===== src/inc/sfb_pkg.sv =====
// Constants, command codes and types shared by the serial flash bus front end.
// Assumes a single 50 MHz core clock that samples every bus pin.
package sfb_pkg;

  // ************************************************************
  // Timing
  // ************************************************************
  localparam int CLK_PERIOD_NS = 20;
  localparam int CLEAR_MIN_NS  = 1000;
  // Least time, so round up to whole cycles
  localparam int CLEAR_CYC     = (CLEAR_MIN_NS + CLK_PERIOD_NS - 1) / CLK_PERIOD_NS;

  // ************************************************************
  // Command codes seen by the front end
  // ************************************************************
  localparam logic [7:0] CMD_DUAL_OUT = 8'h3B;
  localparam logic [7:0] CMD_DUAL_IO  = 8'hBB;
  localparam logic [7:0] CMD_QUAD_OUT = 8'h6B;
  localparam logic [7:0] CMD_QUAD_IO  = 8'hEB;
  localparam logic [7:0] CMD_QPI_ON   = 8'h38;
  localparam logic [7:0] CMD_QPI_OFF  = 8'hFF;
  localparam logic [7:0] CMD_RST_EN   = 8'h66;
  localparam logic [7:0] CMD_RST      = 8'h99;

  // ************************************************************
  // Lane widths (bits per bus clock) and matching output enables
  // ************************************************************
  localparam logic [2:0] W1    = 3'h1;
  localparam logic [2:0] W2    = 3'h2;
  localparam logic [2:0] W4    = 3'h4;
  localparam logic [3:0] OE_W1 = 4'h2;
  localparam logic [3:0] OE_W2 = 4'h3;
  localparam logic [3:0] OE_W4 = 4'hF;
  localparam logic [3:0] BYTE_BITS = 4'h8;

  // ************************************************************
  // Array organisation
  // ************************************************************
  localparam int ADDR_W        = 24;
  localparam int PAGE_BYTES    = 256;
  localparam int SECTOR_BYTES  = 4096;
  localparam int BLOCK32_BYTES = 32768;
  localparam int BLOCK64_BYTES = 65536;
  localparam int PAGE_LSB      = $clog2(PAGE_BYTES);
  localparam int SECTOR_LSB    = $clog2(SECTOR_BYTES);
  localparam int BLOCK32_LSB   = $clog2(BLOCK32_BYTES);
  localparam int BLOCK64_LSB   = $clog2(BLOCK64_BYTES);
  localparam logic [2:0] ADDR_LAST_IDX = 3'h3;

  // ************************************************************
  // Synchroniser bit positions and idle values
  // ************************************************************
  localparam int SY_CLK   = 4;
  localparam int SY_SEL   = 5;
  localparam int SY_CLR   = 6;
  localparam int SY_W     = 7;
  localparam logic [6:0] SY_INIT = 7'h68;

  typedef enum logic {PS_RUN, PS_HOLD} sfb_pause_st_t;

endpackage


===== src/inc/sfb_pause_if.sv =====
// Signals between the front end core and its pause qualifier.
// Assumes all members are synchronous to the core clock.
`timescale 1ns/1ps
`default_nettype none
interface sfb_pause_if;
  logic bus_clk;
  logic select_n;
  logic pause_n;
  logic qe;
  logic paused;
  logic abandon;
  modport ctl  (input bus_clk, select_n, pause_n, qe, output paused, abandon);
  modport core (output bus_clk, select_n, pause_n, qe, input paused, abandon);
endinterface
`default_nettype wire


===== src/rtl/sfb_front_end.sv =====
// Serial flash bus front end: lane widening, four-wire mode, pause and clear.
// Assumes a bus master drives the bus clock at well below a quarter of the core
// clock and that a command layer supplies read data and the quad enable bit.
//
// How it works
// - Works with bus masters using clock mode 0 or mode 3.
// - Input lanes sampled on bus clock rising edges, outputs launched on falling.
// - Dual output read 3BH sends on lanes 0 and 1; dual I/O read BBH uses them both ways, two bits per clock.
// - Quad read commands use four lanes, write protect and pause become lanes 2, 3.
// - Quad lane commands accepted only while quad enable bit is 1.
// - Enable code puts device in four wire mode, commands then use four lanes.
// - Serial and four wire modes exclusive; 38H enters, FFH leaves.
// - After power-up and software reset 99H the device is in serial mode.
// - Four wire mode allowed only while quad enable bit is 1.
// - Pause works only with quad enable 0; otherwise pause pin is lane 3.
// - Pause stalls serial transfer only; internal write, program, erase continue.
// - Pause begins on pause low with clock low, else when clock next low.
// - Pause ends on pause high with clock low, else when clock next low.
// - While paused, output lane floats; input lane and bus clock ignored.
// - Deselect during pause resets interface logic, abandoning the transaction.
// - Array: 256-byte pages, 4K sectors, 32K/64K blocks, sector n at n*4096.
// - Clear pin low at least 1 us returns volatile state to power-on values.
`timescale 1ns/1ps
`default_nettype none
module sfb_front_end (
  input  wire logic        ref_clk_in,          // Core clock, 50 MHz
  input  wire logic        srst_in,             // Synchronous reset, active high
  input  wire logic        bus_clock_in,        // Bus clock pin
  input  wire logic        select_n_in,         // Select pin, active low
  input  wire logic        hard_clear_n_in,     // Hardware clear pin, active low
  input  wire logic [3:0]  lane_in,             // Lane pin levels 3..0
  output logic      [3:0]  lane_out,            // Lane drive values
  output logic      [3:0]  lane_oe_out,         // Lane drive enables, high drives
  input  wire logic        quad_enable_bit_in,  // Non-volatile quad enable
  input  wire logic        tx_en_in,            // Command layer: drive read data
  input  wire logic [7:0]  tx_data_in,          // Next byte to send
  output logic             tx_take_out,         // Pulse: tx_data_in consumed
  output logic [7:0]       rx_byte_out,         // Last received byte
  output logic             rx_valid_out,        // Pulse: rx_byte_out new
  output logic             rx_cmd_out,          // rx_byte_out is a command byte
  output logic             cmd_reject_out,      // Pulse: quad command refused
  output logic             qpi_mode_out,        // Four wire mode active
  output logic             paused_out,          // Pause in effect
  output logic [23:0]      addr_out,            // Address of current frame
  output logic [11:0]      sector_out,          // Sector index of addr_out
  output logic [7:0]       block64_out          // 64K block index of addr_out
);
  // ************************************************************
  // Pin synchronisation and edge detection
  // ************************************************************
  logic [sfb_pkg::SY_W-1:0] sy;
  logic                     clk_d;
  logic                     rise;
  logic                     fall;
  logic                     sel_n_s;
  logic                     hclr_n_s;
  sfb_pause_if              pif ();

  // Select idles high; a master that lets it float breaks this
  sfb_sync #(
    .W    (sfb_pkg::SY_W),
    .INIT (sfb_pkg::SY_INIT)
  ) u_sync (
    .clk_in (ref_clk_in),
    .rst_in (srst_in),
    .d_in   ({hard_clear_n_in, select_n_in, bus_clock_in, lane_in}),
    .q_out  (sy)
  );

  assign sel_n_s  = sy[sfb_pkg::SY_SEL];
  assign hclr_n_s = sy[sfb_pkg::SY_CLR];
  // Only edges inside a frame count, so mode 0 and mode 3 idle levels are alike
  assign rise = sy[sfb_pkg::SY_CLK] && !clk_d && !sel_n_s;
  assign fall = !sy[sfb_pkg::SY_CLK] && clk_d && !sel_n_s;

  assign pif.bus_clk  = sy[sfb_pkg::SY_CLK];
  assign pif.select_n = sel_n_s;
  assign pif.pause_n  = sy[3];
  assign pif.qe       = quad_enable_bit_in;

  sfb_pause u_pause (
    .clk_in (ref_clk_in),
    .rst_in (srst_in),
    .pif    (pif)
  );

  // ************************************************************
  // Engine state
  // ************************************************************
  logic [3:0]  rx_cnt,  next_rx_cnt;
  logic [7:0]  rx_shift, next_rx_shift;
  logic [2:0]  idx,     next_idx;
  logic [2:0]  rx_w,    next_rx_w;
  logic [2:0]  tx_w,    next_tx_w;
  logic [2:0]  tx_cnt,  next_tx_cnt;
  logic [7:0]  tx_shift, next_tx_shift;
  logic        armed,   next_armed;
  logic [5:0]  clr_cnt, next_clr_cnt;
  logic [3:0]  next_lane, next_oe;
  logic [7:0]  next_rx_byte;
  logic        next_rx_valid, next_rx_cmd, next_take, next_reject, next_qpi;
  logic [23:0] next_addr;
  logic [7:0]  shifted;
  logic [7:0]  tx_src;
  logic        byte_done;
  logic        cmd_done;
  logic        clear_hit;

  assign clear_hit = !hclr_n_s && (clr_cnt == 6'(sfb_pkg::CLEAR_CYC - 1));
  assign tx_src    = (tx_cnt == 3'h0) ? tx_data_in : tx_shift;

  always_comb
  begin
    unique case (rx_w)
      sfb_pkg::W2: shifted = {rx_shift[5:0], sy[1:0]};
      sfb_pkg::W4: shifted = {rx_shift[3:0], sy[3:0]};
      default:     shifted = {rx_shift[6:0], sy[0]};
    endcase
  end

  assign byte_done = rise && !pif.paused && (rx_cnt + 4'(rx_w) == sfb_pkg::BYTE_BITS);
  assign cmd_done  = byte_done && (idx == 3'h0) && !clear_hit;

  always_comb
  begin
    next_rx_cnt   = rx_cnt;
    next_rx_shift = rx_shift;
    next_idx      = idx;
    next_rx_w     = rx_w;
    next_tx_w     = tx_w;
    next_tx_cnt   = tx_cnt;
    next_tx_shift = tx_shift;
    next_armed    = armed;
    next_lane     = lane_out;
    next_oe       = lane_oe_out;
    next_rx_byte  = rx_byte_out;
    next_rx_cmd   = rx_cmd_out;
    next_rx_valid = 1'b0;
    next_take     = 1'b0;
    next_reject   = 1'b0;
    next_qpi      = qpi_mode_out;
    next_addr     = addr_out;
    next_clr_cnt  = hclr_n_s ? 6'h00 : (clear_hit ? clr_cnt : clr_cnt + 6'h01);

    // Pause gates only this engine; array work behind it is not stalled
    if (rise && !pif.paused)
    begin
      next_rx_shift = shifted;
      next_rx_cnt   = rx_cnt + 4'(rx_w);
      if (byte_done)
      begin
        next_rx_cnt   = 4'h0;
        next_rx_byte  = shifted;
        next_rx_valid = 1'b1;
        next_rx_cmd   = (idx == 3'h0);
        if (idx != 3'h7)
          next_idx = idx + 3'h1;
        if (idx != 3'h0 && idx <= sfb_pkg::ADDR_LAST_IDX)
          next_addr = {addr_out[15:0], shifted};
      end
    end
    if (cmd_done)
    begin
      next_armed = (shifted == sfb_pkg::CMD_RST_EN);
      if (armed && shifted == sfb_pkg::CMD_RST)
        next_qpi = 1'b0;
      else if (qpi_mode_out)
      begin
        if (shifted == sfb_pkg::CMD_QPI_OFF)
          next_qpi = 1'b0;
      end
      else
        unique case (shifted)
          sfb_pkg::CMD_QPI_ON:
            if (quad_enable_bit_in)
              next_qpi = 1'b1;
            else
              next_reject = 1'b1;
          sfb_pkg::CMD_DUAL_OUT:
            next_tx_w = sfb_pkg::W2;
          sfb_pkg::CMD_DUAL_IO:
          begin
            next_rx_w = sfb_pkg::W2;
            next_tx_w = sfb_pkg::W2;
          end
          sfb_pkg::CMD_QUAD_OUT:
            if (quad_enable_bit_in)
              next_tx_w = sfb_pkg::W4;
            else
              next_reject = 1'b1;
          sfb_pkg::CMD_QUAD_IO:
            if (quad_enable_bit_in)
            begin
              next_rx_w = sfb_pkg::W4;
              next_tx_w = sfb_pkg::W4;
            end
            else
              next_reject = 1'b1;
          default:
            next_reject = 1'b0;
        endcase
    end

    if (fall && !pif.paused)
    begin
      if (tx_en_in)
      begin
        next_take     = (tx_cnt == 3'h0);
        next_tx_shift = tx_src << tx_w;
        next_tx_cnt   = tx_cnt + tx_w;
        unique case (tx_w)
          sfb_pkg::W2:
          begin
            next_lane = {2'b00, tx_src[7:6]};
            next_oe   = sfb_pkg::OE_W2;
          end
          sfb_pkg::W4:
          begin
            next_lane = tx_src[7:4];
            next_oe   = sfb_pkg::OE_W4;
          end
          default:
          begin
            next_lane = {2'b00, tx_src[7], 1'b0};
            next_oe   = sfb_pkg::OE_W1;
          end
        endcase
      end
      else
        next_oe = 4'h0;
    end

    if (pif.paused)
      next_oe = 4'h0;
    if (clear_hit)
    begin
      next_qpi   = 1'b0;
      next_armed = 1'b0;
    end
    if (!quad_enable_bit_in)
      next_qpi = 1'b0;
    // Deselect, abandoned pause or clear all end the frame
    if (sel_n_s || pif.abandon || clear_hit)
    begin
      next_rx_cnt = 4'h0;
      next_idx    = 3'h0;
      next_tx_cnt = 3'h0;
      next_oe     = 4'h0;
      next_rx_w   = next_qpi ? sfb_pkg::W4 : sfb_pkg::W1;
      next_tx_w   = next_qpi ? sfb_pkg::W4 : sfb_pkg::W1;
    end
  end

  always_ff @(posedge ref_clk_in)
  begin
    if (srst_in)
    begin
      clk_d          <= 1'b0;
      rx_cnt         <= 4'h0;
      rx_shift       <= 8'h00;
      idx            <= 3'h0;
      rx_w           <= sfb_pkg::W1;
      tx_w           <= sfb_pkg::W1;
      tx_cnt         <= 3'h0;
      tx_shift       <= 8'h00;
      armed          <= 1'b0;
      clr_cnt        <= 6'h00;
      lane_out       <= 4'h0;
      lane_oe_out    <= 4'h0;
      rx_byte_out    <= 8'h00;
      rx_valid_out   <= 1'b0;
      rx_cmd_out     <= 1'b0;
      tx_take_out    <= 1'b0;
      cmd_reject_out <= 1'b0;
      qpi_mode_out   <= 1'b0;
      paused_out     <= 1'b0;
      addr_out       <= 24'h000000;
      sector_out     <= 12'h000;
      block64_out    <= 8'h00;
    end
    else
    begin
      clk_d          <= sy[sfb_pkg::SY_CLK];
      rx_cnt         <= next_rx_cnt;
      rx_shift       <= next_rx_shift;
      idx            <= next_idx;
      rx_w           <= next_rx_w;
      tx_w           <= next_tx_w;
      tx_cnt         <= next_tx_cnt;
      tx_shift       <= next_tx_shift;
      armed          <= next_armed;
      clr_cnt        <= next_clr_cnt;
      lane_out       <= next_lane;
      lane_oe_out    <= next_oe;
      rx_byte_out    <= next_rx_byte;
      rx_valid_out   <= next_rx_valid;
      rx_cmd_out     <= next_rx_cmd;
      tx_take_out    <= next_take;
      cmd_reject_out <= next_reject;
      qpi_mode_out   <= next_qpi;
      paused_out     <= pif.paused;
      addr_out       <= next_addr;
      sector_out     <= next_addr[sfb_pkg::ADDR_W-1:sfb_pkg::SECTOR_LSB];
      block64_out    <= next_addr[sfb_pkg::ADDR_W-1:sfb_pkg::BLOCK64_LSB];
    end
  end
endmodule // sfb_front_end
`default_nettype wire


===== src/rtl/sfb_sync.sv =====
// Two flip-flop synchroniser for a group of pin levels.
// Assumes the inputs are asynchronous to clk_in; stage one feeds stage two only.
`timescale 1ns/1ps
`default_nettype none
module sfb_sync #(
  parameter int         W    = 1,
  parameter logic [W-1:0] INIT = '0
) (
  input  wire logic         clk_in,  // Core clock
  input  wire logic         rst_in,  // Synchronous reset
  input  wire logic [W-1:0] d_in,    // Asynchronous levels
  output logic      [W-1:0] q_out    // Synchronised levels
);
  logic [W-1:0] meta;

  always_ff @(posedge clk_in)
  begin
    if (rst_in)
    begin
      meta  <= INIT;
      q_out <= INIT;
    end
    else
    begin
      meta  <= d_in;
      q_out <= meta;
    end
  end
endmodule // sfb_sync
`default_nettype wire


===== src/rtl/sfb_pause.sv =====
// Pause qualifier: starts and ends a pause only while the bus clock is low, except that deselect or quad enable ends it at once.
// Assumes synchronised pin levels arrive through the interface.
`timescale 1ns/1ps
`default_nettype none
module sfb_pause (
  input  wire logic clk_in,  // Core clock
  input  wire logic rst_in,  // Synchronous reset
  sfb_pause_if.ctl  pif      // Pin levels in, pause state out
);
  sfb_pkg::sfb_pause_st_t state;
  sfb_pkg::sfb_pause_st_t next_state;
  logic                   abandon;
  logic                   next_abandon;

  always_comb
  begin
    next_state   = state;
    next_abandon = 1'b0;
    unique case (state)
      sfb_pkg::PS_RUN:
        if (!pif.qe && !pif.select_n && !pif.pause_n && !pif.bus_clk)
          next_state = sfb_pkg::PS_HOLD;
      sfb_pkg::PS_HOLD:
        if (pif.select_n)
        begin
          next_state   = sfb_pkg::PS_RUN;
          next_abandon = 1'b1;
        end
        else if (pif.pause_n && !pif.bus_clk)
          next_state = sfb_pkg::PS_RUN;
    endcase
    // Quad enable turns the pin into a plain data lane
    if (pif.qe)
      next_state = sfb_pkg::PS_RUN;
  end

  always_ff @(posedge clk_in)
  begin
    if (rst_in)
    begin
      state   <= sfb_pkg::PS_RUN;
      abandon <= 1'b0;
    end
    else
    begin
      state   <= next_state;
      abandon <= next_abandon;
    end
  end

  assign pif.paused  = (state == sfb_pkg::PS_HOLD);
  assign pif.abandon = abandon;
endmodule // sfb_pause
`default_nettype wire


===== config.mk =====
export PLATFORM = sky130hd
export DESIGN_NAME = sfb_front_end
export DESIGN_NICKNAME = d
export VERILOG_FILES = /design/src/inc/sfb_pkg.sv /design/src/inc/sfb_pause_if.sv /design/src/rtl/sfb_front_end.sv /design/src/rtl/sfb_sync.sv /design/src/rtl/sfb_pause.sv
export SDC_FILE = /design/constraint.sdc
export NUM_CORES = 1
export LEC_CHECK = 0
export BUFFER_PORTS_ARGS = -buffer_cell sky130_fd_sc_hd__buf_2
export CAP_MARGIN = 20
export CORE_ASPECT_RATIO = 1.1
export CORE_MARGIN = 4
export CORE_UTILIZATION = 45
export CTS_CLUSTER_SIZE = 25
export DETAILED_ROUTE_END_ITERATION = 12
export GPL_ROUTABILITY_DRIVEN = 0
export PLACE_DENSITY = 0.76
export RECOVER_POWER = 25
export SKIP_LAST_GASP = 1
export SLEW_MARGIN = 20
export SYNTH_ARGS = -nofsm -noshare
export SYNTH_HDL_FRONTEND = slang
export SYNTH_SLANG_ARGS = --single-unit

===== constraint.sdc =====
create_clock -name ref_clk_in -period 8 [get_ports ref_clk_in]
set_input_delay 1.6 -clock ref_clk_in [delete_from_list [all_inputs] [get_ports ref_clk_in]]
set_output_delay 1.6 -clock ref_clk_in [all_outputs]
set_load 0.005 [all_outputs]

---- After elaboration in Yosys (flattened, before gate mapping) ----
Cells that the tools add are included.
W data, S select, Z words.
storage, ports and cells
  logic and storage cells ................. 139
  bits in registers ....................... 101
  bits of input ports ..................... 19
  output and inout port bits .............. 66
cells by class
  $lt $le $gt $ge ......................... 1
  multiplexer cells ....................... 32
  shift operators ......................... 1
  bitwise gates (word level) .............. 6
  $add $sub $neg .......................... 4
  equality and inequality tests ........... 19
  reduce and logical (&&, ||, !) cells .... 50
operators by type and width
  kind                   number
  $eq A8 B8 Y1 const B   4
  $mux W3                10
  $eq A8 B6 Y1 const B   2
  $eq A8 B7 Y1 const B   2
  $logic_and A1 B1 Y1    16
  $pmux W4 S2            2
  $pmux W8 S2            1
  $reduce_or A2 Y1       8
  $mux W1                13
  $pmux W3 S2            2
  $reduce_and A5 Y1      2
  $reduce_bool A3 Y1     3
  $reduce_or A3 Y1       3
  $logic_not A1 Y1       8
  $mux W4                2
  $mux W8                1
  $shl A8 B3 Y8          1
  $add A6 B1 Y6 const B  1
  $eq A3 B2 Y1 const B   2
  $eq A3 B3 Y1 const B   2
  $eq A6 B6 Y1 const B   1
  $logic_not A3 Y1       2
  $ne A3 B3 Y1 const B   2
  $not A1 Y1             6
  13 further kinds       17

---- Logic depth before layout (Yosys ltp) ----
Gate-level depths: netlist of run 1.
  depth in word-level cells ............... 12
  gate-level depth with buffers ........... 12
  gate-level depth less buffers ........... 10

---- Cells and area by module ----
A second synthesis of run 1 with hierarchy kept.
unflattened totals
  cells, all modules ...................... 540
  area, all modules ....................... 4618.2 µm²
modules (own cells, without submodules)
  module         sequential area each (µm²)  times used  area an instance (µm²)  cells an instance
  sfb_front_end  1681.6                      1           4161.5                  503
  sfb_sync       280.3                       1           384.1                   29
  sfb_pause      40.0                        1           72.6                    8

---- Least setup slack after synthesis of run 1 ----
No wires, ideal clock.
  path kind ............................... reg2reg
  start point ............................. register rx_w[1]
  end point ............................... register tx_w[1]
  path buffers ............................ 1
  setup time .............................. 0.086 ns
  required time ........................... 7.914 ns
  arrival ................................. 2.564 ns
  cell stages (with the launch flop) ...... 11
  slack ................................... 5.351 ns
  clock period less this slack ............ 2.649 ns
  path through ............................ dfxtp_1 buf_6 inv_1 fa_1 xnor2_1 nor3b_2 nand2_1 or4b_4 a2111oi_4 nor2_1 a211oi_1
on the way
  word-level cells in the longest chain between the ends .. 9
  elaborated cells between the ends (all ways) .. 26
  classes of those cells .................. add/sub (1); eq/ne (10); mux (6); reduce/logical (9)
RTL lines
  element                                              RTL line              source
  from (decl)                                          sfb_front_end.sv:93   logic [2:0] rx_w, next_rx_w;
  from (signal assigned)                               sfb_front_end.sv:262  rx_w <= sfb_pkg::W1;
  from (signal assigned)                               sfb_front_end.sv:287  rx_w <= next_rx_w;
  $eq A3 B3 Y1 / $eq A3 B2 Y1 (equally long branches)  sfb_front_end.sv:114  unique case (rx_w)
  $pmux W8 S2                                          sfb_front_end.sv:114
  $eq A8 B8 Y1 (tied with other cells)                 sfb_front_end.sv:173  unique case (shifted)
  $reduce_or A2 Y1 (no line)                           -
  $pmux W3 S2                                          sfb_front_end.sv:173
  $mux W3                                              sfb_front_end.sv:167  else if (qpi_mode_out)
  $mux W3                                              sfb_front_end.sv:165  if (armed && shifted == sfb_pkg::CMD_RST)
  $mux W3                                              sfb_front_end.sv:162  if (cmd_done)
  $mux W3                                              sfb_front_end.sv:243  if (sel_n_s || pif.abandon || clear_hit)
  to (signal assigned)                                 sfb_front_end.sv:263  tx_w <= sfb_pkg::W1;
  to (signal assigned)                                 sfb_front_end.sv:288  tx_w <= next_tx_w;
  to (decl)                                            sfb_front_end.sv:94   logic [2:0] tx_w, next_tx_w;
Parallel ways exist; a longest one is shown, timed or not. The select of a mux whose other input is x is not followed.
A chain may end at the register's enable or synchronous reset.

==> results_dict.tcl, run 1 <==
set metrics [dict create \
    path_buf_inv 3 \
    seq_area_frac_synth_pct 42.4 \
    antenna_found_initial 0 \
    io_pins 85 \
    fin_worst_skew_ns 0.0193 \
    postCtsHoldBufs 0 \
    yosysTopAreaCell "dfxtp_1" \
    max_freq_mhz 213 \
    n_fill_cell 946 \
    wl_per_cell_um 14.1 \
    cp.arrival_ns 4.94 \
    wl_um 9970 \
    worstSetupStartpointType "input port" \
    cts_tree "built" \
    start_util_pct 46.9 \
    r2r_end "addr_out[21]" \
    fin_ws_ns 3.31 \
    hold_path.startpoint "u_sync.meta[3]" \
    routed_via_density 5.23 \
    grt_max_degree 77 \
    dp_slack_ns 4.40 \
    reg2reg_slack_ns 4.32 \
    worst_pin_slew_ns 3.11 \
    peakVddDrop_v 0.0000945 \
    overflow 0 \
    synth_top_area_share_pct 42.4 \
    postRouteAntennaNets 0 \
    die_h_um 115 \
    hpwl_um 7340 \
    cts.repair.resized 0 \
    rows 38 \
    max_stage_delay_ns 2.16 \
    grt_first_pass_wirelength_um 17000 \
    async_flop_share_pct 0 \
    cp_slowest_cell "clkbuf_1" \
    synth_area_leaders "dfxtp_1, mux2i_1, nor2_1, buf_4, a21oi_1" \
    setup_tns_ns 0 \
    ys_types 69 \
    max_slew_margin_pct -107 \
    final_cell_mix "dfxtp_1, buf_2, nor2_1, mux2i_1, nand2_1" \
    synth_edf_count 0 \
    min_period_ns 4.69 \
    ys.flop_type "dfxtp_1" \
    critPathKind "input port to register" \
    worst_hold_path_type "register to register" \
    fin_crit_sh_pct 58.6 \
    synth_area_per_cell_sq_um 9.19 \
    diodes 0 \
    drt-initial-drc-count 159 \
    path_cells "buf_2, clkbuf_1, nand2b_1, inv_1, o211a_1" \
    drc 0 \
    cts_root_buffer "clkbuf_8" \
    cp.required_ns 8.25 \
    status "complete, but fails checks" \
    cts_buffer_depth 2 \
    hold_path_end "u_sync.q_out[3]" \
    num_vias 3707 \
    hold_ws_ns 0.420 \
    end_kind "register" \
    syn_inst 514 \
    htreeDepth 3 \
    finalHoldViolCount 0 \
    core_sq_mm 0.0101 \
    rsz0062_at_grt "false" \
    layout-drive-gt1-share_pct 22.3 \
    synth_area_sq_mm 0.00472 \
    drt-pass1-iter-count 4 \
    power_density_mw_per_mm2 161 \
    synth_fp_nets 545 \
    cts.clk_slew.worst_paths_ns 0.10 \
    crit_family "buffers and inverters" \
    layout_commonest_cell "dfxtp_1" \
    area_growth_pct 10.6 \
    cts_setup_buffers 0 \
    r2r_cells 9 \
    fp.dieW_um 106 \
    failed_checks "capacitance limit, slew limit" \
    cts_buffers 9 \
    leakagePower_nw 2.21 \
    r2r_start "rx_w[1]" \
    cts_sinks 100 \
    final_max_slew_viol_count 77 \
    grt_usage_pct 16.8 \
    clk-insertion-delay-late_ns 0.37 \
    dieArea_sq_mm 0.0122 \
    yosys_warnings 0 \
    io_buffers 84 \
    max-cap-violations 1 \
    nets 595 \
    path_max_fanout 76 \
    grt_pass1_vias 3661 \
    min_path_cells 1 \
    postSynthRegisterBits 100 \
    setup_violations 0 \
]
==> registers in the layout, summed over array words and instances (netlist names) <==
signal / cells
addr_out: 24
armed: 1
clk_d: 1
clr_cnt: 6
cmd_reject_out: 1
idx: 3
lane_oe_out: 3
lane_out: 4
paused_out: 1
qpi_mode_out: 1
rx_byte_out: 8
rx_cmd_out: 1
rx_cnt: 4
rx_shift: 7
rx_valid_out: 1
rx_w: 3
tx_cnt: 3
tx_shift: 8
tx_take_out: 1
tx_w: 3
u_pause.pif.abandon: 1
u_pause.pif.paused: 1
u_sync.meta: 7
u_sync.q_out: 7
==> layout make-up <==
cell class	instances	area, sq um	area share [%]
tap	140	175	3.35
multi-input combinational	350	2370	45.4
inverter	16	60.1	1.15
clock inverter	7	58.8	1.13
timing repair buffer	87	434	8.31
clock buffer	9	124	2.37
sequential	100	2000	38.3
==> layer usage <==
metal	global-route usage [%]	share of wire (%)
met1	20.2	44
met2	30.3	50
met3	3.01	4.3
met4	5.96	1.7
met5	0	0
==> worst reg2reg max path: cells and delay by family (launching register included) <==
| family | cells | cell delay [ns] |
|---|---|---|
| multiplexers | 1 | 0.31 |
| XOR/XNOR | 1 | 0.17 |
| flip-flops | 1 | 0.67 |
| adder cells (fa/ha/maj) | 1 | 0.42 |
| AND/OR/NAND/NOR | 5 | 1.74 |
| buffers and inverters | 1 | 0.15 |
==> per-stage QoR <==
step / area (sq um) / utilization [%] / power, mW / instances
6_report: 5230 / 51.8 / 0.841 / 709
5_1_grt: 5230 / 51.8 / 0.874 / 709
4_1_cts: 5230 / 51.9 / 0.848 / 709
3_5_place_dp: 5050 / 50.1 / 0.551 / 693
3_3_place_gp: 5050 / 50.1 / 0.550 / 693
2_1_floorplan: 4720 / - / 0.541 / 514
==> power breakdown <==
part | switching (mW) | internal (mW)
combinational | 0.0188 | 0.0137
clock | 0.183 | 0.118
sequential | 0.00515 | 0.502
total | 0.207 | 0.634
==> cells in the mapped netlist (8+ instances only) <==
master    number
a211oi_1       8
a21oi_1       30
buf_4         24
clkbuf_1      17
dfxtp_1      100
ha_1          10
inv_1         14
mux2i_1       46
nand2_1       33
nor2_1        76
nor2b_1       10
nor3_1        11
o21ai_0       10
or2_2          8
==> cell families after synthesis <==
kind of cell	synth area share, %
compound gates	13.5
xor+xnor	2.25
fa+ha+maj	3.50
buf+inv	7.42
flops	42.4
mux	10.2
simple gates	20.7
==> worst max path at each step <==
stage                       start            to  cells after the start
final                     srst_in       rx_w[1]                      5
after global routing      srst_in       rx_w[1]                      5
after CTS                 rx_w[1]  addr_out[21]                      9
after detailed placement  rx_w[1]  addr_out[21]                      9
after global placement    rx_w[1]   addr_out[7]                      9
after floorplan           rx_w[1]       tx_w[1]                     10
(Power assumes the default switching activity.)
==> run 2: changes to the inputs <==
==> constraint.sdc (replaced) <==
create_clock -name ref_clk_in -period 4.8 [get_ports ref_clk_in]
set_input_delay 0.96 -clock ref_clk_in [delete_from_list [all_inputs] [get_ports ref_clk_in]]
set_output_delay 0.96 -clock ref_clk_in [all_outputs]
set_load 0.005 [all_outputs]
==> run 2 against run 1 <==
Final cell count is the same; the run still ends with capacitance limit, slew limit left; count of clock-buffer cells in the layout is the same; sequential cell count is the same; sequential share of layout area shrank 0.092 points; total power grew 70%.
==> results_dict.tcl, run 2 (synthesis results as in run 1) <==
set metrics [dict create \
    start_util_pct 46.9 \
    end_kind "register" \
    path_buf_inv 1 \
    rows 38 \
    power_mw 1.43 \
    largest_reg_flops 24 \
    wl_per_cell_um 14.0 \
    drt-initial-drc-count 171 \
    cts_setup_buffers 0 \
    pwr-share-clk_pct 37.1 \
    grt_first_pass_wirelength_um 16800 \
    cts_buffers 9 \
    max_freq_mhz 282 \
    peakVddDrop_v 0.000138 \
    setup_tns_ns 0 \
    p_sw_share_pct 25.5 \
    io_buffers 84 \
    cts_buffer_depth 2 \
    routed_via_density 5.21 \
    dieArea_sq_mm 0.0122 \
    max_stage_delay_ns 0.76 \
    final_cell_mix "dfxtp_1, nor2_1, buf_2, mux2i_1, nand2_1" \
    grt_pass1_vias 3630 \
    cts_root_buffer "clkbuf_8" \
    max_slew_margin_pct -6.74 \
    cp.arrival_ns 3.80 \
    p_sw_mw 0.364 \
    fin_crit_sh_pct 73.9 \
    overflow 0 \
    wl_um 9910 \
    clk-insertion-delay-late_ns 0.38 \
    min_period_ns 3.55 \
    grt_usage_pct 16.7 \
    cts.clk_slew.worst_paths_ns 0.10 \
    layout-drive-gt1-share_pct 21.4 \
    max-cap-violations 1 \
    diodes 0 \
    num_vias 3692 \
    cts_tree "built" \
    crit_start "rx_w[1]" \
    top_regs "addr_out: 24 flops, rx_byte_out: 8 flops, tx_shift: 8 flops" \
    hold_path.startpoint "u_sync.meta[5]" \
    failed_checks "capacitance limit, slew limit" \
    path_max_fanout 25 \
    final_max_slew_viol_count 40 \
    power_density_mw_per_mm2 273 \
    htreeDepth 3 \
    p_comb_share_pct 3.8 \
    core_sq_mm 0.0101 \
    grt_max_degree 40 \
    postRouteAntennaNets 0 \
    leakagePower_nw 2.19 \
    path_cells "inv_1, fa_1, xnor2_1, nor3b_2, nand2_1, or2_1, nor2_4, mux2i_1, nor2_1" \
    io_pins 85 \
    setup_violations 0 \
    crit_family "simple AND/OR/NAND/NOR gates" \
    antenna_found_initial 0 \
    p_int_mw 1.07 \
    cts.repair.resized 0 \
    critPathKind "register to register" \
    rsz0062_at_grt "false" \
    fp.dieW_um 106 \
    drc 0 \
    status "complete, but fails checks" \
    fin_worst_skew_ns 0.0200 \
    drt-pass1-iter-count 4 \
    r2r_start "rx_w[1]" \
    cp.required_ns 5.05 \
    nets 595 \
    worstSetupStartpointType "register" \
    worst_hold_path_type "register to register" \
    regMostFlops "addr_out" \
    die_h_um 115 \
    finalHoldViolCount 0 \
    n_fill_cell 933 \
    cts_sinks 100 \
    cp_slowest_cell "nor2_4" \
    layout_commonest_cell "dfxtp_1" \
    p_seq_share_pct 59.1 \
    postCtsHoldBufs 0 \
    area_growth_pct 10.9 \
    hpwl_um 7480 \
    worst_pin_slew_ns 1.60 \
]
## run 2: cell types whose count changed in the layout (fill, tap and decap cells not counted), sizes merged
| cell | previous run | this run |
|---|---|---|
| buf | 82 | 77 |
| inv | 18 | 20 |
| clkinv | 4 | 2 |
| clkbuf | 14 | 19 |
## run 2: layout make-up
cell class	instances	area, sq um	share of cell area, %
inverters	16	60.1	1.15
clock buffers	9	124	2.37
clock inverters	7	75.1	1.43
multi-input cells	350	2370	45.3
repair buffers	87	430	8.22
well taps	140	175	3.34
flip-flops and latches	100	2000	38.2
## run 2: layer usage
| layer | GRT usage (%) | vias up | part of all wire, % |
|---|---|---|---|
| met1 | 20.3 | 1733 | 43 |
| li1 | - | 1859 | - |
| met5 | 0 | - | 0 |
| met4 | 7.34 | 0 | 1.9 |
| met2 | 29.2 | 84 | 50 |
| met3 | 3.18 | 16 | 4.7 |
## run 2: worst reg2reg max path, cell delays in order (launching register included)
cell	delay (ns)
dfxtp_1	0.68
inv_1	0.17
fa_1	0.43
xnor2_1	0.17
nor3b_2	0.22
nand2_1	0.12
or2_1	0.53
nor2_4	0.77
mux2i_1	0.29
nor2_1	0.06
## run 2: worst paths after layout
path,endpoint,slack (ns),cells past startpoint
worst max-delay path,addr_out[18],1.25,9
worst min-delay path,u_sync.q_out[5],0.42,1
worst max register to register,addr_out[18],1.25,9
worst min register to register,u_sync.q_out[5],0.42,1
## run 2: stage by stage
stage               util [%]  setup slack [ns]  cell area (sq um)  hold slack [ns]  instances
floorplan                  -              2.15               4720            0.389        514
global placement        50.1              1.40               5050            0.394        693
detailed placement      50.1              1.27               5050            0.400        693
CTS                     52.1              1.25               5250            0.424        709
global route            52.0             0.945               5240            0.435        709
finish                  52.0              1.25               5240            0.424        709
## run 2: power by group through the flow
stage	sequential, mW	combinational (mW)	clock, mW
after global routing	0.847	0.0608	0.579
final	0.845	0.0546	0.531
after floorplan	0.859	0.0425	0
after detailed placement	0.864	0.0548	0
after CTS	0.845	0.0549	0.546
after global placement	0.864	0.0530	0
